### src/rtl/sacp_pkg.sv
package sacp_pkg;

    // ------------------------------------------------------------
    // clock and timing
    // ------------------------------------------------------------
    localparam int CLK_MHZ = 40;
    localparam int CONV_WINDOW_NS = 3300;
    // longest time: round down
    localparam int CONV_CYCLES = (CONV_WINDOW_NS * CLK_MHZ) / 1000;
    localparam int WAKE_NS = 4330;
    // least time: round up
    localparam int WAKE_CYCLES = (WAKE_NS * CLK_MHZ + 999) / 1000;
    // data comes back to the master 7 cycles after a link clock edge
    localparam int SCLK_HALF = 8;
    localparam int QUIET_CYCLES = 16;

    // ------------------------------------------------------------
    // word layout
    // ------------------------------------------------------------
    localparam int WORD_BITS = 16;
    localparam int RESULT_BITS = 12;
    localparam int LEAD_ZEROS = 4;

    // ------------------------------------------------------------
    // falling edge counts within a frame
    // ------------------------------------------------------------
    localparam logic [4:0] TRACK_EDGE = 5'h0E;
    localparam logic [4:0] LAST_EDGE = 5'h10;
    localparam logic [4:0] PD_FIRST = 5'h04;
    localparam logic [4:0] PD_LIMIT = 5'h0B;

    // ------------------------------------------------------------
    // types
    // ------------------------------------------------------------
    typedef enum logic {
        SACP_SELF = 1'b0,
        SACP_CLOCKED = 1'b1
    } sacp_mode_t;

    typedef enum logic [2:0] {
        SACP_M_IDLE = 3'b000,
        SACP_M_LEAD = 3'b001,
        SACP_M_HIGH = 3'b010,
        SACP_M_LOW = 3'b011,
        SACP_M_TAIL = 3'b100,
        SACP_M_QUIET = 3'b101
    } sacp_mst_t;

endpackage

### src/rtl/sacp_if.sv
`timescale 1ns/1ps
// chip_select_n doubles as convert_start_n in self-timed mode
interface sacp_if;
    logic chip_select_n;
    logic sclk;
    logic serial_out;
    logic serial_out_oe;

    modport device (
        input chip_select_n,
        input sclk,
        output serial_out,
        output serial_out_oe
    );

    modport master (
        output chip_select_n,
        output sclk,
        input serial_out,
        input serial_out_oe
    );
endinterface

### src/rtl/sacp_device.sv
`timescale 1ns/1ps
// Functional notes
// select fall: hold, sample, start, drive
// conversion needs sixteen serial clock cycles
// fourteenth falling edge returns sampler tracking
// sixteenth falling edge releases data line
// early select rise aborts, releases line
// first zero shown at select fall
// each fall shifts next bit out
// rising-edge master reads first zero early
// four zeros then result, MSB first
// self-timed mode after power-up
// self-timed conversion ends within window
// clock edge in window forces clocked
// forced switch abandons self-timed conversion
// edgeless select pulse returns self-timed
// edges during select keep clocked mode
// power-down only from clocked mode
// rise after 4th, before 11th: sleep
// power-down drives analog power control
// wake needs select low past 11th
// early rise during wake: sleep again
// slow clock: one dummy cycle wakes
// after wake time, shortened dummy allowed
// master waits quiet interval after dummy
// falling-edge counter cleared at select fall
module sacp_device #(
    parameter int CONV_CYCLES = sacp_pkg::CONV_CYCLES
) (
    // clock and reset
    input wire logic i_clk,
    input wire logic i_rst,
    // serial link
    sacp_if.device link,
    // analog front end, digital view
    input wire logic [sacp_pkg::RESULT_BITS-1:0] i_analog_input,
    output logic o_hold,
    output logic o_analog_pd,
    // status
    output logic o_clocked_mode,
    output logic o_busy,
    output logic o_result_ready
);
    localparam int TW = $clog2(CONV_CYCLES + 1);
    localparam int WB = sacp_pkg::WORD_BITS;

    // ------------------------------------------------------------
    // pin synchronisers
    // ------------------------------------------------------------
    logic cs_lvl;
    logic cs_rise;
    logic cs_fall;
    logic sc_lvl;
    logic sc_rise;
    logic sc_fall;

    sacp_edge_sync #(.RST_VAL(1'b1)) u_cs_sync (.i_clk(i_clk), .i_rst(i_rst),
        .i_pin(link.chip_select_n), .o_level(cs_lvl), .o_rise(cs_rise), .o_fall(cs_fall));

    sacp_edge_sync #(.RST_VAL(1'b0)) u_sc_sync (.i_clk(i_clk), .i_rst(i_rst),
        .i_pin(link.sclk), .o_level(sc_lvl), .o_rise(sc_rise), .o_fall(sc_fall));

    // ------------------------------------------------------------
    // state
    // ------------------------------------------------------------
    sacp_pkg::sacp_mode_t mode_r;
    logic frame_r;
    logic edge_seen_r;
    logic pd_r;
    logic hold_r;
    logic busy_r;
    logic armed_r;
    logic oe_r;
    logic apd_r;
    logic [4:0] cnt_r;
    logic [TW-1:0] timer_r;
    logic [sacp_pkg::RESULT_BITS-1:0] sample_r;
    logic [WB-1:0] shift_r;

    // ------------------------------------------------------------
    // event decode
    // ------------------------------------------------------------
    wire clocked = (mode_r == sacp_pkg::SACP_CLOCKED);
    wire cs_low = ~cs_lvl;
    wire sc_edge = sc_rise | sc_fall;
    wire c_start = clocked & cs_fall;
    wire c_end = clocked & frame_r & cs_rise;
    wire c_fall = clocked & frame_r & cs_low & sc_fall;
    wire s_start = ~clocked & cs_fall;
    // edge in window
    wire glitch = ~clocked & busy_r & cs_low & sc_edge;
    wire s_done = busy_r & ~glitch & (timer_r == TW'(1));
    // self-timed read opens on the first rising clock after the result lands
    wire r_open = ~clocked & armed_r & ~oe_r & sc_rise & (cnt_r == 5'h00);
    wire r_fall = ~clocked & oe_r & sc_fall;
    wire shift_fall = c_fall | r_fall;
    wire cnt_full = (cnt_r >= sacp_pkg::LAST_EDGE);
    wire last_fall = shift_fall & (cnt_r == sacp_pkg::LAST_EDGE - 5'h01);
    wire track_fall = c_fall & (cnt_r == sacp_pkg::TRACK_EDGE - 5'h01);
    // sleep window
    wire pd_enter = c_end & ~pd_r & (cnt_r >= sacp_pkg::PD_FIRST)
        & (cnt_r < sacp_pkg::PD_LIMIT);
    // wake past 11th
    wire wake_ok = c_end & pd_r & (cnt_r >= sacp_pkg::PD_LIMIT);
    // edgeless pulse
    wire to_self = c_end & ~edge_seen_r & ~pd_r;

    // ------------------------------------------------------------
    // operating mode
    // ------------------------------------------------------------
    always_ff @(posedge i_clk) begin
        // self-timed default
        if (i_rst) begin
            mode_r <= sacp_pkg::SACP_SELF;
        end else if (glitch) begin
            mode_r <= sacp_pkg::SACP_CLOCKED;
        end else if (to_self) begin
            mode_r <= sacp_pkg::SACP_SELF;
        end
    end

    // ------------------------------------------------------------
    // clocked frame tracking
    // ------------------------------------------------------------
    always_ff @(posedge i_clk) begin
        if (i_rst) begin
            frame_r <= 1'b0;
        end else if (c_start | glitch) begin
            frame_r <= 1'b1;
        end else if (cs_rise) begin
            frame_r <= 1'b0;
        end
    end
    // edges keep mode
    always_ff @(posedge i_clk) begin
        if (i_rst) begin
            edge_seen_r <= 1'b0;
        end else if (c_start) begin
            edge_seen_r <= 1'b0;
        end else if (glitch | (frame_r & cs_low & sc_edge)) begin
            edge_seen_r <= 1'b1;
        end
    end
    // edge counter
    always_ff @(posedge i_clk) begin
        if (i_rst) begin
            cnt_r <= 5'h00;
        end else if (c_start | s_start | glitch) begin
            cnt_r <= 5'h00;
        end else if (shift_fall & ~cnt_full) begin
            cnt_r <= cnt_r + 5'h01;
        end
    end

    // ------------------------------------------------------------
    // power-down
    // ------------------------------------------------------------
    // clocked only
    always_ff @(posedge i_clk) begin
        if (i_rst) begin
            pd_r <= 1'b0;
        end else if (pd_enter) begin
            pd_r <= 1'b1;
        end else if (wake_ok) begin
            pd_r <= 1'b0;
        end
    end
    // analog power control
    // powering up begins at select fall, so the control drops during a frame
    // early rise resleeps
    always_ff @(posedge i_clk) begin
        if (i_rst) begin
            apd_r <= 1'b0;
        end else begin
            apd_r <= pd_r & ~(frame_r & cs_low);
        end
    end

    // ------------------------------------------------------------
    // track and hold
    // ------------------------------------------------------------
    always_ff @(posedge i_clk) begin
        if (i_rst) begin
            hold_r <= 1'b0;
        end else if (c_start | s_start) begin
            // hold at start
            hold_r <= 1'b1;
        end else if (track_fall | s_done | glitch | c_end) begin
            // back to track
            hold_r <= 1'b0;
        end
    end
    // sampled value is data, not control: no reset needed
    always_ff @(posedge i_clk) begin
        if (c_start | s_start) begin
            sample_r <= i_analog_input;
        end
    end

    // ------------------------------------------------------------
    // self-timed conversion
    // ------------------------------------------------------------
    // window timer
    // abandon on switch
    always_ff @(posedge i_clk) begin
        if (i_rst) begin
            busy_r <= 1'b0;
            timer_r <= '0;
        end else if (s_start) begin
            busy_r <= 1'b1;
            timer_r <= TW'(CONV_CYCLES);
        end else if (glitch | s_done) begin
            busy_r <= 1'b0;
            timer_r <= '0;
        end else if (busy_r) begin
            timer_r <= timer_r - TW'(1);
        end
    end
    always_ff @(posedge i_clk) begin
        if (i_rst) begin
            armed_r <= 1'b0;
        end else if (s_done) begin
            armed_r <= 1'b1;
        end else if (clocked | s_start | (last_fall & ~clocked)) begin
            armed_r <= 1'b0;
        end
    end

    // ------------------------------------------------------------
    // output shifter
    // ------------------------------------------------------------
    always_ff @(posedge i_clk) begin
        if (i_rst) begin
            shift_r <= '0;
        end else if (c_start) begin
            // zeros then MSB
            // first zero now
            shift_r <= {{sacp_pkg::LEAD_ZEROS{1'b0}}, i_analog_input};
        end else if (s_done) begin
            shift_r <= {{sacp_pkg::LEAD_ZEROS{1'b0}}, sample_r};
        end else if (shift_fall & ~cnt_full) begin
            // shift per fall
            shift_r <= {shift_r[WB-2:0], 1'b0};
        end
    end
    always_ff @(posedge i_clk) begin
        if (i_rst) begin
            oe_r <= 1'b0;
        end else if (c_start) begin
            // drive line
            oe_r <= 1'b1;
        end else if ((c_end & ~cnt_full) | last_fall | glitch | s_start) begin
            // abort release
            // release at 16th
            // sixteen cycles
            oe_r <= 1'b0;
        end else if (r_open) begin
            oe_r <= 1'b1;
        end
    end

    // ------------------------------------------------------------
    // outputs
    // ------------------------------------------------------------
    // undriven line reads as the opposite bit, so a sample taken too early shows up
    assign link.serial_out = oe_r ? shift_r[WB-1] : ~shift_r[WB-1];
    assign link.serial_out_oe = oe_r;
    assign o_hold = hold_r;
    assign o_analog_pd = apd_r;
    assign o_clocked_mode = mode_r;
    assign o_busy = busy_r;
    assign o_result_ready = armed_r;
endmodule

### src/rtl/sacp_edge_sync.sv
`timescale 1ns/1ps
module sacp_edge_sync #(
    parameter logic RST_VAL = 1'b0
) (
    // clock and reset
    input wire logic i_clk,
    input wire logic i_rst,
    // pin from another domain
    input wire logic i_pin,
    // synchronised level and edges, aligned
    output logic o_level,
    output logic o_rise,
    output logic o_fall
);
    logic meta_r;
    logic sync_r;

    always_ff @(posedge i_clk) begin
        if (i_rst) begin
            meta_r <= RST_VAL;
            sync_r <= RST_VAL;
            o_level <= RST_VAL;
            o_rise <= 1'b0;
            o_fall <= 1'b0;
        end else begin
            meta_r <= i_pin;
            sync_r <= meta_r;
            o_level <= sync_r;
            o_rise <= sync_r & ~o_level;
            o_fall <= ~sync_r & o_level;
        end
    end
endmodule

### src/flat_wrapper.sv
// flat-port wrapper written by rule: the top's interface ports become plain ports
module sacp_device_flat 
#(
    parameter int CONV_CYCLES = sacp_pkg::CONV_CYCLES
)
  (i_clk, i_rst, i_analog_input, o_hold, o_analog_pd, o_clocked_mode, o_busy, o_result_ready, link_chip_select_n, link_sclk, link_serial_out, link_serial_out_oe);
  sacp_if link_i ();
  input wire logic i_clk;
  input wire logic i_rst;
  input wire logic [sacp_pkg::RESULT_BITS-1:0] i_analog_input;
  output logic o_hold;
  output logic o_analog_pd;
  output logic o_clocked_mode;
  output logic o_busy;
  output logic o_result_ready;
  input wire logic [$bits(link_i.chip_select_n)-1:0] link_chip_select_n;
  input wire logic [$bits(link_i.sclk)-1:0] link_sclk;
  output wire logic [$bits(link_i.serial_out)-1:0] link_serial_out;
  output wire logic [$bits(link_i.serial_out_oe)-1:0] link_serial_out_oe;
  assign link_i.chip_select_n = link_chip_select_n;
  assign link_i.sclk = link_sclk;
  assign link_serial_out = link_i.serial_out;
  assign link_serial_out_oe = link_i.serial_out_oe;
  sacp_device #(.CONV_CYCLES(CONV_CYCLES)) u_core (.i_clk(i_clk), .i_rst(i_rst), .link(link_i), .i_analog_input(i_analog_input), .o_hold(o_hold), .o_analog_pd(o_analog_pd), .o_clocked_mode(o_clocked_mode), .o_busy(o_busy), .o_result_ready(o_result_ready));
endmodule
### config.mk
export PLATFORM = sky130hd
export DESIGN_NAME = sacp_device_flat
export DESIGN_NICKNAME = d
export VERILOG_FILES = /design/src/rtl/sacp_pkg.sv /design/src/rtl/sacp_if.sv /design/src/rtl/sacp_device.sv /design/src/rtl/sacp_edge_sync.sv /design/src/flat_wrapper.sv
export SDC_FILE = /design/constraint.sdc
export NUM_CORES = 1
export LEC_CHECK = 0
export BUFFER_PORTS_ARGS = -buffer_cell sky130_fd_sc_hd__buf_2
export CAP_MARGIN = 5
export CORE_ASPECT_RATIO = 1.1
export CORE_MARGIN = 4
export CORE_UTILIZATION = 45
export CTS_BUF_LIST = sky130_fd_sc_hd__clkbuf_16
export DETAILED_ROUTE_END_ITERATION = 12
export PLACE_DENSITY = 0.66
export SLEW_MARGIN = 25
export SYNTH_ARGS = -nofsm -noshare
export SYNTH_HDL_FRONTEND = slang
export SYNTH_SLANG_ARGS = --single-unit
### constraint.sdc
create_clock -name i_clk -period 2.32 [get_ports i_clk]
set_input_delay 0.116 -clock i_clk [delete_from_list [all_inputs] [get_ports i_clk]]
set_output_delay 0.116 -clock i_clk [all_outputs]
set_load 0.02 [all_outputs]
==> results_tabular.tex <==
\begin{tabular}{lr}
\hline
Metric & Value \\
\hline
\multicolumn{2}{l}{\textbf{Layout}} \\
\quad Area occupied by multi-input gates & 0.00116 mm\^{}2 \\
\quad Filler cells & 491 \\
\quad Number of antenna cells inserted & 0 \\
\quad Register area & 0.00132 mm\^{}2 \\
\quad Fin nets & 324 \\
\quad Area overhead of the layout relative to synthesis & 25.7\% \\
\quad Share of layout cells above drive strength 1 & 20.5\% \\
\multicolumn{2}{l}{\textbf{Synthesis}} \\
\quad Most common cell in the netlist & sky130\_fd\_sc\_hd\_\_dfxtp\_1 \\
\quad Cell taking the most area after synthesis & sky130\_fd\_sc\_hd\_\_dfxtp\_1 \\
\quad Most common library cells after synthesis & sky130\_fd\_sc\_hd\_\_dfxtp\_1, sky130\_fd\_sc\_hd\_\_nor2\_1, sky130\_fd\_sc\_hd\_\_inv\_1, sky130\_fd\_sc\_hd\_\_a21oi\_1 \\
\quad Cells after synthesis & 262 \\
\quad Count of synthesis-stage warnings from yosys & 0 \\
\quad Fraction of post-synthesis cell area in the top cell type by area & 36.6\% \\
\quad Flip-flop cell with the highest count after synthesis & sky130\_fd\_sc\_hd\_\_dfxtp\_1 \\
\quad Post-synth ARST share & 0\% \\
\quad Cell area after technology mapping & 0.00263 mm\^{}2 \\
\quad Synth top area cells & sky130\_fd\_sc\_hd\_\_dfxtp\_1, sky130\_fd\_sc\_hd\_\_edfxtp\_1, sky130\_fd\_sc\_hd\_\_o32ai\_2, sky130\_fd\_sc\_hd\_\_nor2\_1, sky130\_fd\_sc\_hd\_\_a211oi\_1 \\
\quad Cell variety after synth & 48 \\
\quad Number of synthesized flops with an enable pin & 12 \\
\quad Post-Syn Nets & 284 \\
\quad Synthesized area divided by synthesized cell count & 10.0 um\^{}2 \\
\quad Sequential fraction of the synthesis area & 50.3\% \\
\quad Flop and latch count out of synthesis & 60 \\
\multicolumn{2}{l}{\textbf{Global routing}} \\
\quad Grt peak-use layer & met2 \\
\quad GRT Util Overall & 17.2\% \\
\quad Met2 usage in global routing & 26.9\% \\
\quad Overflow left after global routing & 0 \\
\quad Pin count of the biggest net entering global routing & 26 \\
\quad Met1 usage & 21.9\% \\
\quad Global-route wire length before repair & 9320 um \\
\quad Via count of the first global-routing pass & 2003 \\
\quad Met3 routing resource usage after global routing & 5.35\% \\
\quad Number of antenna violations at the first check in global routing & 0 \\
\multicolumn{2}{l}{\textbf{Clock network}} \\
\quad Total clock sinks & 60 \\
\quad Clock H-tree levels & 3 \\
\quad Buffer levels on the longest clock path & 2 \\
\quad Clock tree from TritonCTS & yes \\
\quad Clk pin slew, worst setup/hold paths & 0.05 ns \\
\quad CTS Buf Count & 9 \\
\quad Buffer cell driving the clock tree root & sky130\_fd\_sc\_hd\_\_clkbuf\_16 \\
\quad Post-CTS setup buffers & 0 \\
\quad Insertion delay to the later sink of the worst-skew pair & 0.32 ns \\
\multicolumn{2}{l}{\textbf{Placed design}} \\
\quad Final HPWL from detailed placement & 3520 um \\
\quad Routability congestion estimate & 0.851 \\
\quad I/O Buffers & 22 \\
\multicolumn{2}{l}{\textbf{Power and ir drop}} \\
\quad Maximum resistive drop on vdd & 0.554 mV \\
\quad Part of the total power dissipated in combinational logic & 3.9\% \\
\quad Power per Cell Area & 809 mW/mm\^{}2 \\
\quad Net load switching power & 0.529 mW \\
\quad Seq pwr share & 41.3\% \\
\quad Internal Pwr Total & 2.14 mW \\
\quad Clock Power Share & 54.8\% \\
\quad Static Leak & 1.26 nW \\
\quad Switching power as a share of total power & 19.8\% \\
\multicolumn{2}{l}{\textbf{Critical path}} \\
\quad Register-to-register setup slack & 0.19 ns \\
\quad Capturing element type of the critical path & flop \\
\quad Arrival time of the worst setup path & 2.37 ns \\
\quad Required time at the endpoint of the critical path & 2.55 ns \\
\quad Critical setup path kind & flop to flop \\
\quad Slowest cell on the critical path & sky130\_fd\_sc\_hd\_\_or4b\_4 \\
\quad Cell type group with the largest total delay on the critical path & simple AND/OR/NAND/NOR gates \\
\quad Critical Path, Cell by Cell & or4b\_4 > nor4\_4 > a211oi\_1 > or2\_2 > o32ai\_2 \\
\quad Total buffers and inverters traversed by the critical path & 0 \\
\quad Levels on crit path & 5 \\
\quad Critical path launch point type & flop \\
\quad Biggest cell delay along the critical path & 0.58 ns \\
\quad Crit-path max FO & 11 \\
\quad Logic depth of the worst register-to-register path & 5 \\
\multicolumn{2}{l}{\textbf{Floorplanning}} \\
\quad Number of top-level pins & 23 \\
\quad Row count & 28 \\
\quad Die Footprint & 0.00713 mm\^{}2 \\
\quad Initial core utilization & 47.5\% \\
\quad Width of the die & 80.9 um \\
\quad Core Box Area & 0.00554 mm\^{}2 \\
\quad Die H & 88.1 um \\
\multicolumn{2}{l}{\textbf{Min path}} \\
\quad Number of instances on the worst hold path & 2 \\
\quad Hold/Removal Path Class & primary input to flop \\
\multicolumn{2}{l}{\textbf{Status}} \\
\quad Run status & completed \\
\multicolumn{2}{l}{\textbf{Timing}} \\
\quad Post-Route Skew & 0.00562 ns \\
\quad Maximum frequency from static timing analysis & 468 MHz \\
\quad Worst relative slew slack & 64.3\% \\
\quad Post-route fraction of the period consumed by the critical path & 92.0\% \\
\quad Min cycle time layout & 2.13 ns \\
\quad Final hold viol count & 0 \\
\quad Unrepaired setup endpoints after global routing & false \\
\quad Worst-Margin Slew & 0.534 ns \\
\quad Worst-case hold slack & 0.206 ns \\
\quad Number of setup violations in the final report & 0 \\
\quad Aggregate negative setup slack & 0 ns \\
\quad Fin. max-slew vios & 0 \\
\multicolumn{2}{l}{\textbf{Detailed routing}} \\
\quad Drt first-iter violations & 91 \\
\quad Vias & 2009 \\
\quad Routed via count divided by cell count & 5.26 \\
\quad Residual DRC & 0 \\
\quad Detail-routed net length per standard cell & 14.0 um \\
\quad Number of optimization iterations in the first detailed-route pass & 4 \\
\quad Total detailed-routing wirelength & 5340 um \\
\quad Remaining antenna violation count after routing & 0 \\
\multicolumn{2}{l}{\textbf{Job}} \\
\quad MaxCap Viol Count & 0 \\
\hline
\end{tabular}
worst reg2reg max path: stages (launching register included):
cell,delay [ns]
sky130_fd_sc_hd__dfxtp_1,0.34
sky130_fd_sc_hd__or4b_4,0.58
sky130_fd_sc_hd__nor4_4,0.23
sky130_fd_sc_hd__a211oi_1,0.14
sky130_fd_sc_hd__or2_2,0.45
sky130_fd_sc_hd__o32ai_2,0.31
stage by stage:
stage	worst slack (ns)	util [%]	cell area (um^2)	instances	power (mW)
2_1_floorplan	0.0573	-	2630	262	1.18
3_3_place_gp	0.133	51.0	2820	352	1.21
3_5_place_dp	0.0906	51.0	2820	352	1.21
4_1_cts	0.0617	59.6	3300	382	2.69
5_1_grt	0.0431	59.7	3300	382	2.75
6_report	0.186	59.7	3300	382	2.67
cells by family after synthesis:
| kind of cell | synth area share, % |
|---|---|
| xor+xnor | 3.67 |
| flops | 50.3 |
| mux | 1.52 |
| fa+ha+maj | 2.86 |
| buf+inv | 5.57 |
| compound gates | 17.9 |
| simple gates | 18.2 |
power by group through the flow:
stage | clock network, mW | registers, mW | logic (mW)
3_3_place_gp | 0 | 1.12 | 0.0856
3_5_place_dp | 0 | 1.12 | 0.0867
4_1_cts | 1.48 | 1.10 | 0.105
6_report | 1.46 | 1.10 | 0.104
5_1_grt | 1.53 | 1.11 | 0.117
2_1_floorplan | 0 | 1.12 | 0.0562
placed cells by master, fill, tap and decap left out, types with 3 or more instances in the layout:
| master | netlist | final |
|---|---|---|
| sky130_fd_sc_hd__edfxtp_1 | 12 | 12 |
| sky130_fd_sc_hd__a211oi_1 | 13 | 13 |
| sky130_fd_sc_hd__inv_1 | 19 | 19 |
| sky130_fd_sc_hd__nor2b_1 | 6 | 6 |
| sky130_fd_sc_hd__clkbuf_16 | 0 | 10 |
| sky130_fd_sc_hd__dfxtp_1 | 48 | 48 |
| sky130_fd_sc_hd__a21oi_1 | 18 | 18 |
| sky130_fd_sc_hd__mux2i_1 | 4 | 4 |
| sky130_fd_sc_hd__ha_1 | 6 | 6 |
| sky130_fd_sc_hd__buf_2 | 3 | 22 |
| sky130_fd_sc_hd__nand3_1 | 3 | 3 |
| sky130_fd_sc_hd__or3_1 | 3 | 3 |
| sky130_fd_sc_hd__buf_4 | 1 | 8 |
| sky130_fd_sc_hd__nor3b_1 | 3 | 3 |
| sky130_fd_sc_hd__or4_1 | 3 | 3 |
| sky130_fd_sc_hd__a31oi_1 | 3 | 3 |
| sky130_fd_sc_hd__dlygate4sd3_1 | 0 | 14 |
| sky130_fd_sc_hd__xor2_1 | 3 | 3 |
| sky130_fd_sc_hd__or2_2 | 3 | 4 |
| sky130_fd_sc_hd__xnor2_1 | 8 | 8 |
| sky130_fd_sc_hd__nand2_1 | 13 | 13 |
| sky130_fd_sc_hd__nor2_1 | 34 | 34 |
| sky130_fd_sc_hd__o32ai_2 | 10 | 10 |
| sky130_fd_sc_hd__nand2b_1 | 5 | 5 |
sequential cells by signal (all words and copies together) (netlist names), 5 cells and up:
name,flops
u_core.shift_r,16
u_core.sample_r,12
u_core.timer_r,8
u_core.cnt_r,5
what timing repair did:
action,CTS,global route
endpoints found under the setup margin,0,11
gates resized for setup,0,2
hold endpoints to repair,14,0
hold buffers,14,0
per-layer routing:
layer	wire length, um	vias up
met3	251	9
met5	0	-
met1	2460	946
met2	2540	43
li1	-	1011
met4	86	0
path summary, 6_finish.rpt:
path                             endpoint                startpoint
setup / recovery       u_core.shift_r[10]         u_core.timer_r[2]
hold / removal              u_core.o_hold                     i_rst
setup reg to reg       u_core.shift_r[10]         u_core.timer_r[2]
hold reg to reg   u_core.u_sc_sync.o_rise  u_core.u_sc_sync.o_level
final cells by class:
type | instances | area share, %
timing repair buffer | 45 | 9.74
clock buffer | 10 | 7.58
multi-input combinational | 167 | 35.1
clock inverter | 6 | 2.54
inverter | 19 | 2.16
tap | 75 | 2.84
sequential | 60 | 40.0
Note: power is estimated with default switching activity, not from simulation.
